<file path="config.mk">
export PLATFORM = sky130hd
export DESIGN_NAME = tw_core
export DESIGN_NICKNAME = d
export VERILOG_FILES = /design/src/verilog/tw_pkg.sv /design/src/verilog/tw_core.sv /design/src/verilog/tw_rx_buf.sv
export SDC_FILE = /design/constraint.sdc
export NUM_CORES = 1
export LEC_CHECK = 0
export ABC_AREA = 1
export BUFFER_PORTS_ARGS = -buffer_cell sky130_fd_sc_hd__buf_2
export CORE_MARGIN = 4
export CORE_UTILIZATION = 49
export DETAILED_ROUTE_END_ITERATION = 16
export MAX_ROUTING_LAYER = met4
export PLACE_DENSITY_LB_ADDON = 0.15
export SLEW_MARGIN = 10
export SYNTH_ARGS = -nofsm -noshare
export SYNTH_HDL_FRONTEND = slang
export SYNTH_HIERARCHICAL = 1
export SYNTH_SLANG_ARGS = --single-unit
</file>
<file path="constraint.sdc">
create_clock -name clk_i -period 4.3 [get_ports clk_i]
set_input_delay 0.43 -clock clk_i [delete_from_list [all_inputs] [get_ports clk_i]]
set_output_delay 0.43 -clock clk_i [all_outputs]
set_load 0.01 [all_outputs]
</file>
<file path="src/verilog/tw_pkg.sv">
/*
 * Shared constants, field layouts and state encodings of the two-wire
 * bus controller and its receive buffer.
 * Assumes a 50 MHz system clock; all users name items as tw_pkg::name.
 */
`default_nettype none

package tw_pkg;

  // ****************************************************************
  // Timing
  // ****************************************************************
  localparam int CLK_NS = 20;
  // Half bus-clock period at the slowest rate setting
  localparam int T_HALF_NS = 5000;
  localparam logic [15:0] HALF_CYC = 16'((T_HALF_NS + CLK_NS - 1) / CLK_NS);

  // ****************************************************************
  // Encodings and counts
  // ****************************************************************
  localparam logic [1:0] MODE_BUS = 2'b10;
  localparam logic [3:0] WORD_BITS = 4'h8;
  localparam logic [3:0] CNT_PRE = 4'hf;
  localparam logic [3:0] CNT_FIRST = 4'h0;
  localparam logic [2:0] BC_FULL = 3'h0;
  localparam logic [3:0] ADDR_LAST_BIT = 4'h7;
  localparam logic [7:0] GEN_CALL = 8'h00;
  localparam int BUF_W = 8;
  localparam int BUF_D = 2;

  // ****************************************************************
  // Field layouts
  // ****************************************************************
  typedef struct packed {
    logic [2:0] word_bit_count;
    logic ack_mode;
    logic [2:0] rate;
  } tw_cra_type;

  typedef struct packed {
    logic [6:0] own_address_field;
    logic free_format_select;
  } tw_oar_type;

  typedef struct packed {
    logic master_select;
    logic transmitter_select;
    logic busy;
    logic pending;
    logic [1:0] interface_mode_select;
  } tw_crb_type;

  typedef struct packed {
    logic master_select;
    logic transmitter_select;
    logic bus_busy_flag;
    logic pending;
    logic lost_arbitration_flag;
    logic address_match_flag;
    logic general_call_flag;
    logic last_bit_flag;
  } tw_srb_type;

  // ****************************************************************
  // Reset values
  // ****************************************************************
  localparam tw_cra_type CRA_RST = 7'h00;
  localparam tw_oar_type OAR_RST = 8'h00;
  localparam logic [1:0] MODE_RST = 2'h0;
  localparam logic PIN_RST = 1'b1;
  localparam logic [15:0] TMR_RST = 16'h0000;

  // ****************************************************************
  // Master clock generator states
  // ****************************************************************
  typedef enum logic [2:0] {
    TW_IDLE = 3'b000,
    TW_START = 3'b001,
    TW_LOW = 3'b011,
    TW_HIGH = 3'b010,
    TW_STOP = 3'b110,
    TW_STOPH = 3'b111
  } tw_mst_type;

endpackage : tw_pkg

`default_nettype wire

</file>
<file path="src/verilog/tw_core.sv">
/*
 * Two-wire bus controller, master or slave, with plain control ports.
 * Assumes open-drain pads outside: a pin is pulled low while its enable
 * is high, and the bus lines arrive unsynchronised.
 */
`default_nettype none

// Functional notes
// - Bus mode works only while the interface mode field holds 10.
// - At each data-bit clock rise as master transmitter, mismatch between driven and line data sets lost flag.
// - Losing arbitration clears master and transmitter, stops clock generation.
// - After losing arbitration both clock and data pins are released.
// - Arbitration checks continue on every word, not only the first.
// - Lost flag clears on data write, data read or control B write.
// - Slave address mode: match flag on own address or general call.
// - Free format: match flag sets once the first word completes.
// - Match flag clears on any data write or data read.
// - General call flag on eight zero bits after start; start or stop clears.
// - Last-bit flag holds data line at each clock rise, showing acknowledge.
// - Start request with bus free issues start, then shifts out address byte.
// - Ninth falling edge raises interrupt, clears pending, holds clock low.
// - Transmitter select follows sent direction bit only if acknowledged.
// - Transmitter: data write sets pending and clocks out the next word.
// - Receiver: data read sets pending; device acknowledges by driving low.
// - Data read right after an address byte is not received data.
// - Ack mode cleared means no acknowledge clock for following word.
// - Count 001 read with ack mode cleared clocks one bit with data high as not-acknowledge.
// - Data access sets pending; software may set, never clear it.
// - Busy flag sets on start condition and clears on stop condition.
// - Stop request: master, transmitter, pending one with busy zero.
module tw_core (
  input wire logic clk_i,
  input wire logic rst_i,
  input wire logic scl_i,
  output logic scl_o,
  output logic scl_oe_o,
  input wire logic sda_i,
  output logic sda_o,
  output logic sda_oe_o,
  input wire logic dat_wr_i,
  input wire logic [7:0] dat_wdata_i,
  input wire logic dat_rd_i,
  output logic [7:0] rd_data_o,
  output logic rd_valid_o,
  input wire logic cra_wr_i,
  input wire tw_pkg::tw_cra_type cra_i,
  input wire logic oar_wr_i,
  input wire tw_pkg::tw_oar_type oar_i,
  input wire logic crb_wr_i,
  input wire tw_pkg::tw_crb_type crb_i,
  output var tw_pkg::tw_srb_type status_o,
  output logic bus_event_irq_o
);

  // ****************************************************************
  // Storage
  // ****************************************************************
  tw_pkg::tw_cra_type cra_r;
  tw_pkg::tw_oar_type oar_r;
  tw_pkg::tw_mst_type st_r;
  logic [1:0] mode_r;
  logic mst_r, trx_r, bb_r, pin_r, al_r, aas_r, ad0_r, lrb_r, irq_r;
  logic [2:0] scl_s_r, sda_s_r;
  logic scl_f_r, sda_f_r;
  logic [15:0] tmr_r;
  logic [3:0] cnt_r;
  logic [7:0] sh_r;
  logic act_r, first_r, stop_req_r;
  logic sda_oe_r, scl_oe_r, sda_o_r, scl_o_r;

  // ****************************************************************
  // Line filtering and bus conditions
  // ****************************************************************
  wire en = mode_r == tw_pkg::MODE_BUS;
  // Glitch filter: a level counts only once two late stages agree
  wire scl_nxt = (scl_s_r[1] == scl_s_r[2]) ? scl_s_r[1] : scl_f_r;
  wire sda_nxt = (sda_s_r[1] == sda_s_r[2]) ? sda_s_r[1] : sda_f_r;
  wire scl_rise = en & scl_nxt & ~scl_f_r;
  wire scl_fall = en & ~scl_nxt & scl_f_r;
  wire scl_hi = scl_f_r & scl_nxt;
  wire start_det = en & scl_hi & sda_f_r & ~sda_nxt;
  wire stop_det = en & scl_hi & ~sda_f_r & sda_nxt;

  // ****************************************************************
  // Word framing
  // ****************************************************************
  wire has_ack = cra_r.ack_mode;
  wire [3:0] nbits = (cra_r.word_bit_count == tw_pkg::BC_FULL) ?
                     tw_pkg::WORD_BITS : {1'b0, cra_r.word_bit_count};
  wire [3:0] last_slot = has_ack ? nbits : nbits - 4'h1;
  wire in_data = cnt_r < nbits;
  wire in_ack = has_ack & (cnt_r == nbits);
  wire word_end = scl_fall & act_r & (cnt_r == last_slot);
  wire [7:0] rx_byte = has_ack ? sh_r : {sh_r[6:0], lrb_r};
  wire [7:0] addr_byte = {sh_r[6:0], lrb_r};
  wire addr_done = scl_fall & act_r & first_r & ~mst_r & (cnt_r == tw_pkg::ADDR_LAST_BIT);
  wire own_hit = addr_byte[7:1] == oar_r.own_address_field;
  wire gc_hit = addr_byte == tw_pkg::GEN_CALL;
  wire addr_hit = ~oar_r.free_format_select & (own_hit | gc_hit);
  wire ff_hit = word_end & first_r & ~mst_r & oar_r.free_format_select;
  wire word_irq = word_end & (mst_r | aas_r | ff_hit);
  wire dat_acc = dat_wr_i | dat_rd_i;

  // ****************************************************************
  // Control requests
  // ****************************************************************
  wire start_go = en & crb_wr_i & crb_i.master_select & crb_i.transmitter_select &
                  crb_i.busy & crb_i.pending & ~bb_r;
  wire stop_go = crb_wr_i & crb_i.master_select & crb_i.transmitter_select &
                 ~crb_i.busy & crb_i.pending & bb_r;
  wire pin_set = dat_acc | (crb_wr_i & crb_i.pending);

  // ****************************************************************
  // Receive buffer
  // ****************************************************************
  wire buf_ready;
  // Only data words are stored, never the address byte
  wire rx_push = word_irq & ~trx_r & ~first_r;
  // Next receive word waits for room, stretching the clock
  wire rx_stall = ~trx_r & ~buf_ready & (cnt_r == tw_pkg::CNT_FIRST);

  tw_rx_buf u_rx_buf (
    .clk_i(clk_i),
    .rst_i(rst_i),
    .in_valid_i(rx_push),
    .in_data_i(rx_byte),
    .in_ready_o(buf_ready),
    .out_ready_i(dat_rd_i),
    .out_valid_o(rd_valid_o),
    .out_data_o(rd_data_o)
  );

  // ****************************************************************
  // Arbitration
  // ****************************************************************
  wire lost = scl_rise & mst_r & trx_r & act_r & in_data & (sda_f_r != ~sda_oe_r);

  // ****************************************************************
  // Master clock generator
  // ****************************************************************
  wire [15:0] half = tw_pkg::HALF_CYC >> cra_r.rate;
  wire tmr_done = tmr_r == tw_pkg::TMR_RST;
  wire low_hold = ~pin_r | rx_stall;
  tw_pkg::tw_mst_type st_nxt;
  logic [15:0] tmr_nxt;

  always_comb begin
    st_nxt = st_r;
    tmr_nxt = tmr_done ? tmr_r : tmr_r - 16'h0001;
    case (st_r)
      tw_pkg::TW_IDLE: begin
        if (start_go) begin
          st_nxt = tw_pkg::TW_START;
          tmr_nxt = half;
        end
      end
      tw_pkg::TW_START: begin
        if (tmr_done) begin
          st_nxt = tw_pkg::TW_LOW;
          tmr_nxt = half;
        end
      end
      tw_pkg::TW_LOW: begin
        if (tmr_done && low_hold) begin
          tmr_nxt = half;
        end else if (tmr_done && stop_req_r) begin
          st_nxt = tw_pkg::TW_STOP;
          tmr_nxt = half;
        end else if (tmr_done) begin
          st_nxt = tw_pkg::TW_HIGH;
          tmr_nxt = half;
        end
      end
      tw_pkg::TW_HIGH: begin
        // Another master holding the line low delays our high phase
        if (!scl_f_r) begin
          tmr_nxt = half;
        end else if (tmr_done) begin
          st_nxt = tw_pkg::TW_LOW;
          tmr_nxt = half;
        end
      end
      tw_pkg::TW_STOP: begin
        if (tmr_done) begin
          st_nxt = tw_pkg::TW_STOPH;
          tmr_nxt = half;
        end
      end
      tw_pkg::TW_STOPH: begin
        if (!scl_f_r) begin
          tmr_nxt = half;
        end else if (tmr_done) begin
          st_nxt = tw_pkg::TW_IDLE;
        end
      end
      default: begin
        st_nxt = tw_pkg::TW_IDLE;
      end
    endcase
    if (lost || !en) begin
      st_nxt = tw_pkg::TW_IDLE;
    end
  end

  // ****************************************************************
  // Pin drive
  // ****************************************************************
  wire m_sda_force = (st_r == tw_pkg::TW_START) | (st_r == tw_pkg::TW_STOP) |
                     (st_r == tw_pkg::TW_STOPH) | (mst_r & act_r & (cnt_r == tw_pkg::CNT_PRE));
  wire want_ack = mst_r | aas_r | oar_r.free_format_select;
  wire d_lo = act_r & ((in_data & trx_r & ~sh_r[7]) | (in_ack & ~trx_r & want_ack));
  wire s_stretch = ~mst_r & aas_r & act_r & (cnt_r == tw_pkg::CNT_FIRST) & low_hold;
  wire m_scl_lo = (st_r == tw_pkg::TW_LOW) | (st_r == tw_pkg::TW_STOP);
  // After a loss the state leaves the drive states, so both pins float
  wire sda_oe_nxt = en & ~lost & ((st_nxt != tw_pkg::TW_IDLE & m_sda_force) | d_lo);
  wire scl_oe_nxt = en & ~lost & ((st_nxt == st_r & m_scl_lo) |
                    (st_nxt == tw_pkg::TW_LOW) | (st_nxt == tw_pkg::TW_STOP) | s_stretch);

  always_ff @(posedge clk_i or posedge rst_i) begin
    if (rst_i) begin
      st_r <= tw_pkg::TW_IDLE;
      tmr_r <= tw_pkg::TMR_RST;
      sda_oe_r <= 1'b0;
      scl_oe_r <= 1'b0;
      sda_o_r <= 1'b0;
      scl_o_r <= 1'b0;
    end else begin
      st_r <= st_nxt;
      tmr_r <= tmr_nxt;
      sda_oe_r <= sda_oe_nxt;
      scl_oe_r <= scl_oe_nxt;
      sda_o_r <= 1'b0;
      scl_o_r <= 1'b0;
    end
  end

  // ****************************************************************
  // Synchronisers
  // ****************************************************************
  always_ff @(posedge clk_i or posedge rst_i) begin
    if (rst_i) begin
      scl_s_r <= 3'h7;
      sda_s_r <= 3'h7;
      scl_f_r <= 1'b1;
      sda_f_r <= 1'b1;
    end else begin
      scl_s_r <= {scl_s_r[1:0], scl_i};
      sda_s_r <= {sda_s_r[1:0], sda_i};
      scl_f_r <= scl_nxt;
      sda_f_r <= sda_nxt;
    end
  end

  // ****************************************************************
  // Bit counter and shifter
  // ****************************************************************
  always_ff @(posedge clk_i or posedge rst_i) begin
    if (rst_i) begin
      cnt_r <= tw_pkg::CNT_PRE;
      act_r <= 1'b0;
      first_r <= 1'b0;
      sh_r <= 8'h00;
    end else begin
      if (start_det) begin
        cnt_r <= tw_pkg::CNT_PRE;
        act_r <= 1'b1;
        first_r <= 1'b1;
      end else if (stop_det || !en) begin
        act_r <= 1'b0;
      end else if (scl_fall && act_r) begin
        if (cnt_r == tw_pkg::CNT_PRE || cnt_r == last_slot) begin
          cnt_r <= tw_pkg::CNT_FIRST;
        end else begin
          cnt_r <= cnt_r + 4'h1;
        end
        if (word_end) begin
          first_r <= 1'b0;
        end
      end
      if (dat_wr_i) begin
        sh_r <= dat_wdata_i;
      end else if (scl_fall && act_r && in_data) begin
        sh_r <= addr_byte;
      end
    end
  end

  // ****************************************************************
  // Control registers
  // ****************************************************************
  always_ff @(posedge clk_i or posedge rst_i) begin
    if (rst_i) begin
      cra_r <= tw_pkg::CRA_RST;
      oar_r <= tw_pkg::OAR_RST;
      mode_r <= tw_pkg::MODE_RST;
      stop_req_r <= 1'b0;
    end else begin
      if (cra_wr_i) begin
        cra_r <= cra_i;
      end
      // Address byte is always eight bits
      if (start_det) begin
        cra_r.word_bit_count <= tw_pkg::BC_FULL;
      end
      if (oar_wr_i) begin
        oar_r <= oar_i;
      end
      if (crb_wr_i) begin
        mode_r <= crb_i.interface_mode_select;
      end
      if (stop_go) begin
        stop_req_r <= 1'b1;
      end else if (stop_det || !mst_r) begin
        stop_req_r <= 1'b0;
      end
    end
  end

  // ****************************************************************
  // Mode bits
  // ****************************************************************
  always_ff @(posedge clk_i or posedge rst_i) begin
    if (rst_i) begin
      mst_r <= 1'b0;
      trx_r <= 1'b0;
    end else begin
      if (crb_wr_i) begin
        mst_r <= crb_i.master_select;
        trx_r <= crb_i.transmitter_select;
      end
      if (word_end && mst_r && first_r && !lrb_r) begin
        trx_r <= ~sh_r[0];
      end
      if (addr_done && addr_hit && !gc_hit) begin
        trx_r <= addr_byte[0];
      end
      if (lost || stop_det) begin
        mst_r <= 1'b0;
      end
      if (lost) begin
        trx_r <= 1'b0;
      end
    end
  end

  // ****************************************************************
  // Status flags
  // ****************************************************************
  always_ff @(posedge clk_i or posedge rst_i) begin
    if (rst_i) begin
      bb_r <= 1'b0;
      pin_r <= tw_pkg::PIN_RST;
      al_r <= 1'b0;
      aas_r <= 1'b0;
      ad0_r <= 1'b0;
      lrb_r <= 1'b0;
      irq_r <= 1'b0;
    end else begin
      if (start_det) begin
        bb_r <= 1'b1;
      end else if (stop_det) begin
        bb_r <= 1'b0;
      end
      if (pin_set) begin
        pin_r <= 1'b1;
      end else if (word_irq) begin
        pin_r <= 1'b0;
      end
      if (lost) begin
        al_r <= 1'b1;
      end else if (dat_acc || crb_wr_i) begin
        al_r <= 1'b0;
      end
      if ((addr_done && addr_hit) || ff_hit) begin
        aas_r <= 1'b1;
      end else if (dat_acc) begin
        aas_r <= 1'b0;
      end
      if (addr_done && gc_hit) begin
        ad0_r <= 1'b1;
      end else if (start_det || stop_det) begin
        ad0_r <= 1'b0;
      end
      if (scl_rise) begin
        lrb_r <= sda_nxt;
      end
      irq_r <= word_irq;
    end
  end

  // ****************************************************************
  // Outputs
  // ****************************************************************
  assign scl_o = scl_o_r;
  assign scl_oe_o = scl_oe_r;
  assign sda_o = sda_o_r;
  assign sda_oe_o = sda_oe_r;
  assign bus_event_irq_o = irq_r;
  assign status_o = {mst_r, trx_r, bb_r, pin_r, al_r, aas_r, ad0_r, lrb_r};

endmodule : tw_core

`default_nettype wire

</file>
<file path="src/verilog/tw_rx_buf.sv">
/*
 * Small in-order buffer for received words, head entry kept in a flop.
 * Assumes one clock, push and pop qualified by valid and ready.
 */
`default_nettype none

module tw_rx_buf #(
  parameter int WIDTH = tw_pkg::BUF_W,
  parameter int DEPTH = tw_pkg::BUF_D
) (
  input wire logic clk_i,
  input wire logic rst_i,
  input wire logic in_valid_i,
  input wire logic [WIDTH-1:0] in_data_i,
  output logic in_ready_o,
  input wire logic out_ready_i,
  output logic out_valid_o,
  output logic [WIDTH-1:0] out_data_o
);

  localparam int CW = $clog2(DEPTH + 1);

  logic [CW-1:0] cnt_r;
  logic [CW-1:0] cnt_nxt;
  logic valid_r;
  logic [WIDTH-1:0] ent_w [DEPTH];

  wire push = in_valid_i & in_ready_o;
  wire pop = out_ready_i & valid_r;
  wire [CW-1:0] widx = pop ? cnt_r - CW'(1) : cnt_r;

  assign in_ready_o = cnt_r != CW'(DEPTH);
  assign cnt_nxt = cnt_r + CW'(push) - CW'(pop);
  assign out_valid_o = valid_r;
  assign out_data_o = ent_w[0];

  // ****************************************************************
  // Entries shift toward the head on each pop
  // ****************************************************************
  for (genvar i = 0; i < DEPTH; i++) begin : g_ent
    logic [WIDTH-1:0] ent_r;
    wire [WIDTH-1:0] below;
    if (i == DEPTH - 1) begin : g_last
      assign below = ent_r;
    end else begin : g_mid
      assign below = ent_w[i+1];
    end
    assign ent_w[i] = ent_r;
    always_ff @(posedge clk_i or posedge rst_i) begin
      if (rst_i) begin
        ent_r <= '0;
      end else if (push && widx == CW'(i)) begin
        ent_r <= in_data_i;
      end else if (pop) begin
        ent_r <= below;
      end
    end
  end

  always_ff @(posedge clk_i or posedge rst_i) begin
    if (rst_i) begin
      cnt_r <= '0;
      valid_r <= 1'b0;
    end else begin
      cnt_r <= cnt_nxt;
      valid_r <= cnt_nxt != '0;
    end
  end

endmodule : tw_rx_buf

`default_nettype wire

</file>
==> flow_summary.toml, run 1 <==
[power]
sw_frac_of_total_pct = 38.3
p_int_mw = 1.47
power_density_nw_per_um2 = 414
combPwrFrac_pct = 30.2
leakagePower_nw = 2.89
seqPwrFrac_pct = 47.2
finalPower_mw = 2.39
clockPowerShare_pct = 22.6
netSwitchingPower_mw = 0.915
ir_worst_vdd_v = 0.000174

[final_layout]
diodes = 0
nNetsFinal = 776
area.growth.synth_to_final_pct = 9.23
mostFrequentLayoutCells = "nand2_1, dfrtp_1, inv_1, buf_2, nor2_1"
fillers = 1032
final_cells = 868
final_common_cell = "nand2_1"
seq_area_sq_um = 2240
drive_above_1_share_pct = 20.8
multi_input_area_sq_um = 2530

[outcome]
status = "completed"

[sta]
fin_ws_ns = 1.37
setup_viol = 0
fin_hold_ws_ns = 0.153
drv_slew = 0
period_needed_ns = 2.93
worst_pin_slew_ns = 1.02
grt_setup_unrepaired = "false"
relSlewSlack_pct = 31.8
final_hold_viol_count = 0
fin_setup_tns_ns = 0
post-route-period-util_pct = 68.2
clock_skew_ns = 0.00809
fmax_mhz = 341

[critical_path]
crit_chain = "o21ai_0 > xor2_1 > inv_1 > nand2_1 > nor2_1 > inv_2 > nor2_1 > nand2_1 > nor3_2 > nand2_2 > xor2_1 > ha_1 > xnor2_1 > o21bai_1 > nand3b_1"
cp_slowest_cell = "dfrtp_1"
crit_required_ns = 4.55
critPathMaxStageDelay_ns = 0.72
critPathMaxFanout = 21
crit_buf_inv = 2
crit_family = "simple AND/OR/NAND/NOR gates"
worstSetupPathType = "register to register"
arrival_ns = 3.18
worstSetupStartpointType = "register"
end_kind = "register"

[cts]
clk_pin_slew_worst_paths_ns = 0.09
worstSkewPairLatency_ns = 0.36
numCtsBuffers = 9
ctsHoldBuffers = 0
post-cts-setup-buffers = 0
cts-htree-levels = 3
post_cts_resize_count = 0
clockBufferDepth = 2
cts_tree = "yes"
cts-root-buf = "clkbuf_8"
cts.sinks = 89

[min_path]
hp-class = "input pin to register"

[drt]
routedWlPerCell_microns = 14.2
first_pass_iters = 5
viasPerCell = 5.27
finalWirelength_microns = 12300
drt-initial-drc-count = 218
drc = 0
detail-route-antenna-nets = 0
routed-via-count = 4571

[synthesis]
synthDistinctLibCells = 47
yosysTopAreaCell = "dfrtp_1"
async_flop_share_pct = 100
synth-edff-count = 0
synth_top_area_share_pct = 36.1
synth_seq_cells = 89
syn_area_sq_um = 5270
synth.avg_cell_area_sq_um = 7.76
ys_seq_area_share_pct = 42.5
postSynthCellCount = 680
synth_top_flop_cell = "dfrtp_1"
yosysWarnings = 6
ys_top_cells_by_area = "dfrtp_1, nand2_1, dfstp_2"

[place]
gp_congestion = 0.924
placed_cells = 852
placement.io_buffers = 57
dp_slack_ns = 1.42
dp_hpwl_microns = 9550

[grt]
track_usage_pct = 21.7
grt_pass1_wl_microns = 21600
grt_pass1_vias = 4507
grt_max_degree = 48
grt_antenna_before_repair = 0
overflow = 0

[die]
start_util_pct = 50.6
fp.coreArea_sq_um = 10400
io_pins = 60
die_h_microns = 112
die_w_microns = 112
fp-row-count = 37
die-area_sq_um = 12500

[job]
cap_violations = 0
-- synthesized netlist by cell type (4+ instances only) --
cell type and n:
dfrtp_1 76, mux2_2 4, o211ai_1 7, nor2_2 18, clkbuf_1 5, inv_1 76, buf_4 13, inv_2 12
ha_1 11, nand2_2 11, nor3_1 7, o221ai_1 7, o21ai_1 7, nor4_1 4, xnor2_1 6, a21oi_1 17
xor2_1 12, dfstp_2 13, nor2_1 54, nand4_1 20, o21ai_0 35, nand2_1 180, nand3_1 44
-- power groups by stage --
stage	clock network, mW	registers [mW]	logic, mW
floorplan	0	1.10	0.579
global placement	0	1.14	0.695
detailed placement	0	1.14	0.716
CTS	0.562	1.12	0.720
global route	0.599	1.15	0.828
finish	0.540	1.13	0.720
-- path summary, 6_finish.rpt --
check / cells past startpoint / end / slack, ns / from
setup / recovery: 15 / u_rx_buf/out_valid_o / 1.37 / has_ack
hold / removal: 1 / scl_s_r[0] / 0.15 / scl_i
setup reg to reg: 15 / u_rx_buf/out_valid_o / 1.37 / has_ack
hold reg to reg: 0 / sda_s_r[1] / 0.36 / sda_s_r[0]
max in group asynchronous: 3 / oar_r[2] / 3.07 / rst_i
min in group asynchronous: 2 / u_rx_buf/out_data_o[1] / 0.19 / rst_i
-- layer usage --
metal	GRT usage (%)	up-vias	wire, microns
met4	7.30	0	250
met2	33.3	127	5860
met3	3.26	19	495
met5	-	-	0
met1	29.6	2145	5730
li1	-	2280	-
-- state kept, by name, indices dropped and copies added, names as in the netlist, 2 cells and up --
register,cells
oar_r,8
u_rx_buf/out_data_o,8
cnt_r,4
scl_s_r,3
sh_r,8
st_r,3
mode_r,2
tmr_r,16
u_rx_buf/g_ent.below,8
sda_s_r,3
u_rx_buf/cnt_r,2
cra_r,6
-- cell families after synthesis --
group | Yosys count | synth area share [%]
other cells | 1 | 0.0711
compound gates | 85 | 9.51
fa+ha+maj | 11 | 2.61
mux | 4 | 0.854
simple gates | 359 | 31.9
buf+inv | 113 | 9.49
flops | 89 | 42.5
xor+xnor | 18 | 2.99
-- per-stage QoR --
stage | util [%] | area, sq um
2_1_floorplan | - | 5280
3_3_place_gp | 53.6 | 5580
3_5_place_dp | 53.6 | 5580
4_1_cts | 55.3 | 5760
5_1_grt | 55.3 | 5760
6_report | 55.3 | 5760
-- final cells by class --
| class | count | area share [%] |
|---|---|---|
| Clock buffer | 11 | 2.45 |
| Clock inverter | 5 | 0.673 |
| Inverter | 90 | 5.91 |
| Multi-Input combinational cell | 479 | 44.0 |
| Sequential cell | 89 | 38.9 |
| Tap cell | 136 | 2.95 |
| Timing Repair Buffer | 58 | 5.08 |
(Power assumes the default switching activity.)
==> run 2: changes to the inputs <==
clock period = 2.67 ns   (was 4.3 ns; I/O delays follow)
==> flow_summary.toml, run 2 (synthesis results as in run 1) <==
[final_layout]
area.growth.synth_to_final_pct = 13.3
mostFrequentLayoutCells = "nand2_1, dfrtp_1, inv_1, buf_2, nor2_1"
largest-register = "tmr_r"
diodes = 0
multi_input_area_sq_um = 2590
drive_above_1_share_pct = 23.3
final_common_cell = "nand2_1"
seq_area_sq_um = 2240
nNetsFinal = 790
stdcell_area_sq_um = 5980
fillers = 985
largest_register_ffs = 16

[critical_path]
crit_chain = "inv_1 > ha_4 > o21ai_2 > xor2_1 > inv_1 > nand2_1 > nor2_2 > inv_2 > nor2_4 > nand2_2 > nor3_2 > nand2_2 > xor2_2 > ha_2 > xnor2_2 > o21bai_4 > nand3b_1"
worstSetupStartpointType = "register"
critPathMaxFanout = 3
cp_slowest_cell = "dfrtp_1"
reg2regPathDepth = 17
arrival_ns = 2.78
worstSetupPathType = "register to register"
critPathMaxStageDelay_ns = 0.38
crit_required_ns = 2.93
end_kind = "register"

[drt]
drt-initial-drc-count = 279
viasPerCell = 5.11
drc = 0
routed-via-count = 4510
routedWlPerCell_microns = 13.8
first_pass_iters = 5
finalWirelength_microns = 12100
detail-route-antenna-nets = 0

[sta]
drv_slew = 0
clock_skew_ns = 0.00824
fin_hold_ws_ns = -0.00986
final_hold_viol_count = 7
worst_pin_slew_ns = 0.705
period_needed_ns = 2.52
setup_viol = 0
post-route-period-util_pct = 94.3
relSlewSlack_pct = 53.0
fmax_mhz = 397

[power]
leakagePower_nw = 2.99
power_density_nw_per_um2 = 677
finalPower_mw = 4.05
ir_worst_vdd_v = 0.000423

[cts]
clk_pin_slew_worst_paths_ns = 0.09
worstSkewPairLatency_ns = 0.37
cts.sinks = 89
cts-htree-levels = 3
numCtsBuffers = 9
cts_tree = "yes"
cts-root-buf = "clkbuf_8"
clockBufferDepth = 2

[grt]
grt_antenna_before_repair = 0
grt_pass1_wl_microns = 21000
grt_pass1_vias = 4501
overflow = 0
grt_max_degree = 42
track_usage_pct = 21.0

[die]
fp.coreArea_sq_um = 10400
io_pins = 60
die_w_microns = 112
fp-row-count = 37
die_h_microns = 112
start_util_pct = 50.6
die-area_sq_um = 12500

[min_path]
hp-class = "input pin to async pin"

[place]
placed_area_sq_um = 5660
dp_hpwl_microns = 9440
placement.io_buffers = 57
gp_congestion = 0.864

[outcome]
status = "finished with violations"
failed_checks = "hold timing"

[job]
cap_violations = 0
run 2: cell count changes in the layout (fill, tap and decap cells not counted), moves of 2 or more:
cell / before / now
ha_1: 11 / 9
clkinv_4: 2 / 0
nor2_1: 54 / 52
dlygate4sd3_1: 0 / 2
buf_4: 1 / 12
clkbuf_8: 10 / 12
run 2: what timing repair did:
action,4_1_cts,5_1_grt
hold endpoints to repair,2,0
setup buffers,1,2
gates cloned,0,0
hold buffers,2,0
resized for setup,2,11
setup endpoints to repair,2,18
pin swaps,0,4
run 2: final timing paths:
check                           start                   end  slack (ns)
max                          cra_r[4]  u_rx_buf/out_valid_o        0.15
min                             rst_i             tmr_r[10]       -0.01
max reg2reg                  cra_r[4]  u_rx_buf/out_valid_o        0.15
min reg2reg                scl_s_r[0]            scl_s_r[1]        0.36
max in group asynchronous       rst_i              cnt_r[3]        1.96
min in group clk_i           oar_i[4]              oar_r[4]        0.10
run 2: worst max-delay path, delay by kind of cell, from the launching register on:
family	cells	cell delay, ns
compound gates	2	0.20
xor+xnor	3	0.48
fa+ha+maj	2	0.49
buf+inv	3	0.21
flops	1	0.38
simple gates	7	0.65
run 2: area by class of cell:
cell class / count / area share, %
timing repair buffer: 72 / 6.95
inverter: 90 / 5.70
sequential: 89 / 37.5
tap: 136 / 2.85
clock inverter: 3 / 0.775
multi-input combinational: 479 / 43.4
clock buffer: 13 / 2.83
run 2: where the power goes:
group          total [mW]  internal (mW)  switching [mW]
sequential           1.80           1.58           0.223
clock               0.999          0.513           0.486
combinational        1.25          0.486           0.764
run 2: layer usage:
layer	global-route usage [%]	vias to the layer above	share of wire, %
met3	2.66	26	3.4
li1	-	2307	-
met1	28.4	2084	49
met5	-	-	0
met4	9.16	0	2.7
met2	32.0	93	45
run 2: metrics by stage:
stage | utilization (%) | hold WS, ns | worst slack [ns] | TNS, ns | std cells
6_report | 57.4 | -0.00986 | 0.153 | 0 | 882
5_1_grt | 57.4 | 0.0439 | -0.0487 | -0.0619 | 882
4_1_cts | 56.7 | 0.00826 | 0.0116 | 0 | 880
3_5_place_dp | 54.3 | 0.350 | -0.0982 | -0.162 | 861
3_3_place_gp | 54.3 | 0.347 | 0.0651 | 0 | 861
2_1_floorplan | - | 0.218 | 0.140 | 0 | 681
==> run 3: changes to the inputs <==
PLACE_DENSITY = 0.71   (was default)
PLACE_DENSITY_LB_ADDON = default   (was 0.15)
==> flow_summary.toml, run 3 (synthesis results as in run 1) <==
[drt]
drt-initial-drc-count = 259
drc = 0
top_layer_used = "met4"
routed-via-count = 4509
finalWirelength_microns = 12100
wl_met1_microns = 5720
detail-route-antenna-nets = 0
first_pass_iters = 4
viasPerCell = 5.14
routedWlPerCell_microns = 13.8
route.met3.wl_microns = 429
met2_length_microns = 5770

[sta]
fin_hold_ws_ns = -0.000251
period_needed_ns = 2.55
fin_setup_tns_ns = 0
setup_viol = 0
final_hold_viol_count = 2
clock_skew_ns = 0.00866
worst_pin_slew_ns = 0.717
fmax_mhz = 393
relSlewSlack_pct = 52.2
drv_slew = 0
post-route-period-util_pct = 95.4
grt_setup_unrepaired = "true"

[place]
placed_area_sq_um = 5650
placed_cells = 859
placement.io_buffers = 57
dp_hpwl_microns = 9300
gp_congestion = 0.901

[power]
ir_worst_vdd_v = 0.000318
finalPower_mw = 3.97
leakagePower_nw = 2.95
power_density_nw_per_um2 = 672

[final_layout]
area.growth.synth_to_final_pct = 11.9
nNetsFinal = 786
diodes = 0
mostFrequentLayoutCells = "nand2_1, dfrtp_1, inv_1, buf_2, nor2_1"
largest-register = "tmr_r"
largest_register_ffs = 16
final_cells = 878
final_common_cell = "nand2_1"
drive_above_1_share_pct = 22.4
stdcell_area_sq_um = 5900

[cts]
cts-root-buf = "clkbuf_8"
worstSkewPairLatency_ns = 0.37
clockBufferDepth = 2
cts-htree-levels = 3
cts.sinks = 89
cts_tree = "yes"
numCtsBuffers = 9
clk_pin_slew_worst_paths_ns = 0.09

[critical_path]
worstSetupStartpointType = "register"
end_kind = "register"
critPathMaxStageDelay_ns = 0.37
cp_slowest_cell = "dfrtp_1"
crit_family = "simple AND/OR/NAND/NOR gates"
crit_chain = "inv_1 > ha_1 > o21ai_2 > xor2_1 > inv_1 > nand2_1 > nor2_2 > inv_2 > nor2_2 > nand2_1 > nor3_2 > nand2_2 > xor2_1 > ha_1 > xnor2_2 > o21bai_4 > nand3b_1"
worstSetupPathType = "register to register"
arrival_ns = 2.80
crit_required_ns = 2.92
critPathMaxFanout = 3
crit_buf_inv = 3
regToRegSetupSlack_ns = 0.12

[grt]
grt_max_degree = 42
overflow = 0
grt_antenna_before_repair = 0
track_usage_pct = 20.8
grt_pass1_wl_microns = 20800
grt_pass1_vias = 4482

[die]
die-area_sq_um = 12500
fp.coreArea_sq_um = 10400
die_h_microns = 112
start_util_pct = 50.6
io_pins = 60
die_w_microns = 112
fp-row-count = 37

[min_path]
hp-class = "input pin to async pin"

[outcome]
status = "finished with violations"
failed_checks = "hold timing"

[job]
cap_violations = 0
-- run 3: cell types whose count changed in the layout (fill, tap and decap cells not counted), sizes merged --
cell,delta
clkbuf,-2
clkinvlp,+2
buf,-4
inv,-2
clkinv,+2
-- run 3: timing repair --
action / CTS / global route
endpoints found under the setup margin: 0 / 18
resized for setup: 0 / 7
hold buffers: 2 / 0
hold endpoints to repair: 2 / 0
setup buffers: 0 / 1
-- run 3: worst reg2reg max path: cells and delay by family (launching register included) --
| kind | cells | cell delay, ns |
|---|---|---|
| and+or+nand+nor | 7 | 0.68 |
| DFF | 1 | 0.37 |
| adders and majority gates | 2 | 0.53 |
| AOI/OAI and AO/OA | 2 | 0.28 |
| xor gates and xnor gates | 3 | 0.39 |
| buffers and inverters | 3 | 0.19 |
-- run 3: cell type report --
class	count	area [sq um]
Fill cell	983	4520
Clock buffer	11	141
Inverter	90	344
Sequential cell	89	2240
Tap cell	136	170
Multi-Input combinational cell	479	2560
Timing Repair Buffer	68	385
Clock inverter	5	55.1
-- run 3: per-layer routing --
layer	vias up	track usage (%)
met4	0	6.41
met1	2086	27.4
met5	-	-
met3	18	3.59
li1	2308	-
met2	97	32.9
-- run 3: power by group --
part | internal, mW | total (mW) | leakage, nW | switching, mW
Clock | 0.455 | 0.935 | 0.0953 | 0.480
Sequential | 1.58 | 1.81 | 1.10 | 0.232
Combinational | 0.468 | 1.22 | 1.75 | 0.757
-- run 3: path summary, 6_finish.rpt --
| check | startpoint | to | cells after the start |
|---|---|---|---|
| worst max-delay path | cra_r[5] | u_rx_buf/out_valid_o | 17 |
| worst min-delay path | rst_i | sh_r[7] | 2 |
| worst max register to register | cra_r[5] | u_rx_buf/out_valid_o | 17 |
| worst min register to register | sda_s_r[0] | sda_s_r[1] | 0 |
| max in group asynchronous | rst_i | sda_f_r | 3 |
| min in group clk_i | oar_i[2] | oar_r[2] | 3 |
-- run 3: through the flow --
stage                     util [%]  hold WS [ns]  setup WS (ns)
after CTS                     56.3        0.0152         0.0269
final                         56.6     -0.000251          0.124
after floorplan                  -         0.218          0.140
after global placement        54.2         0.346          0.118
after detailed placement      54.2         0.348         0.0379
after global routing          56.6        0.0514        -0.0965
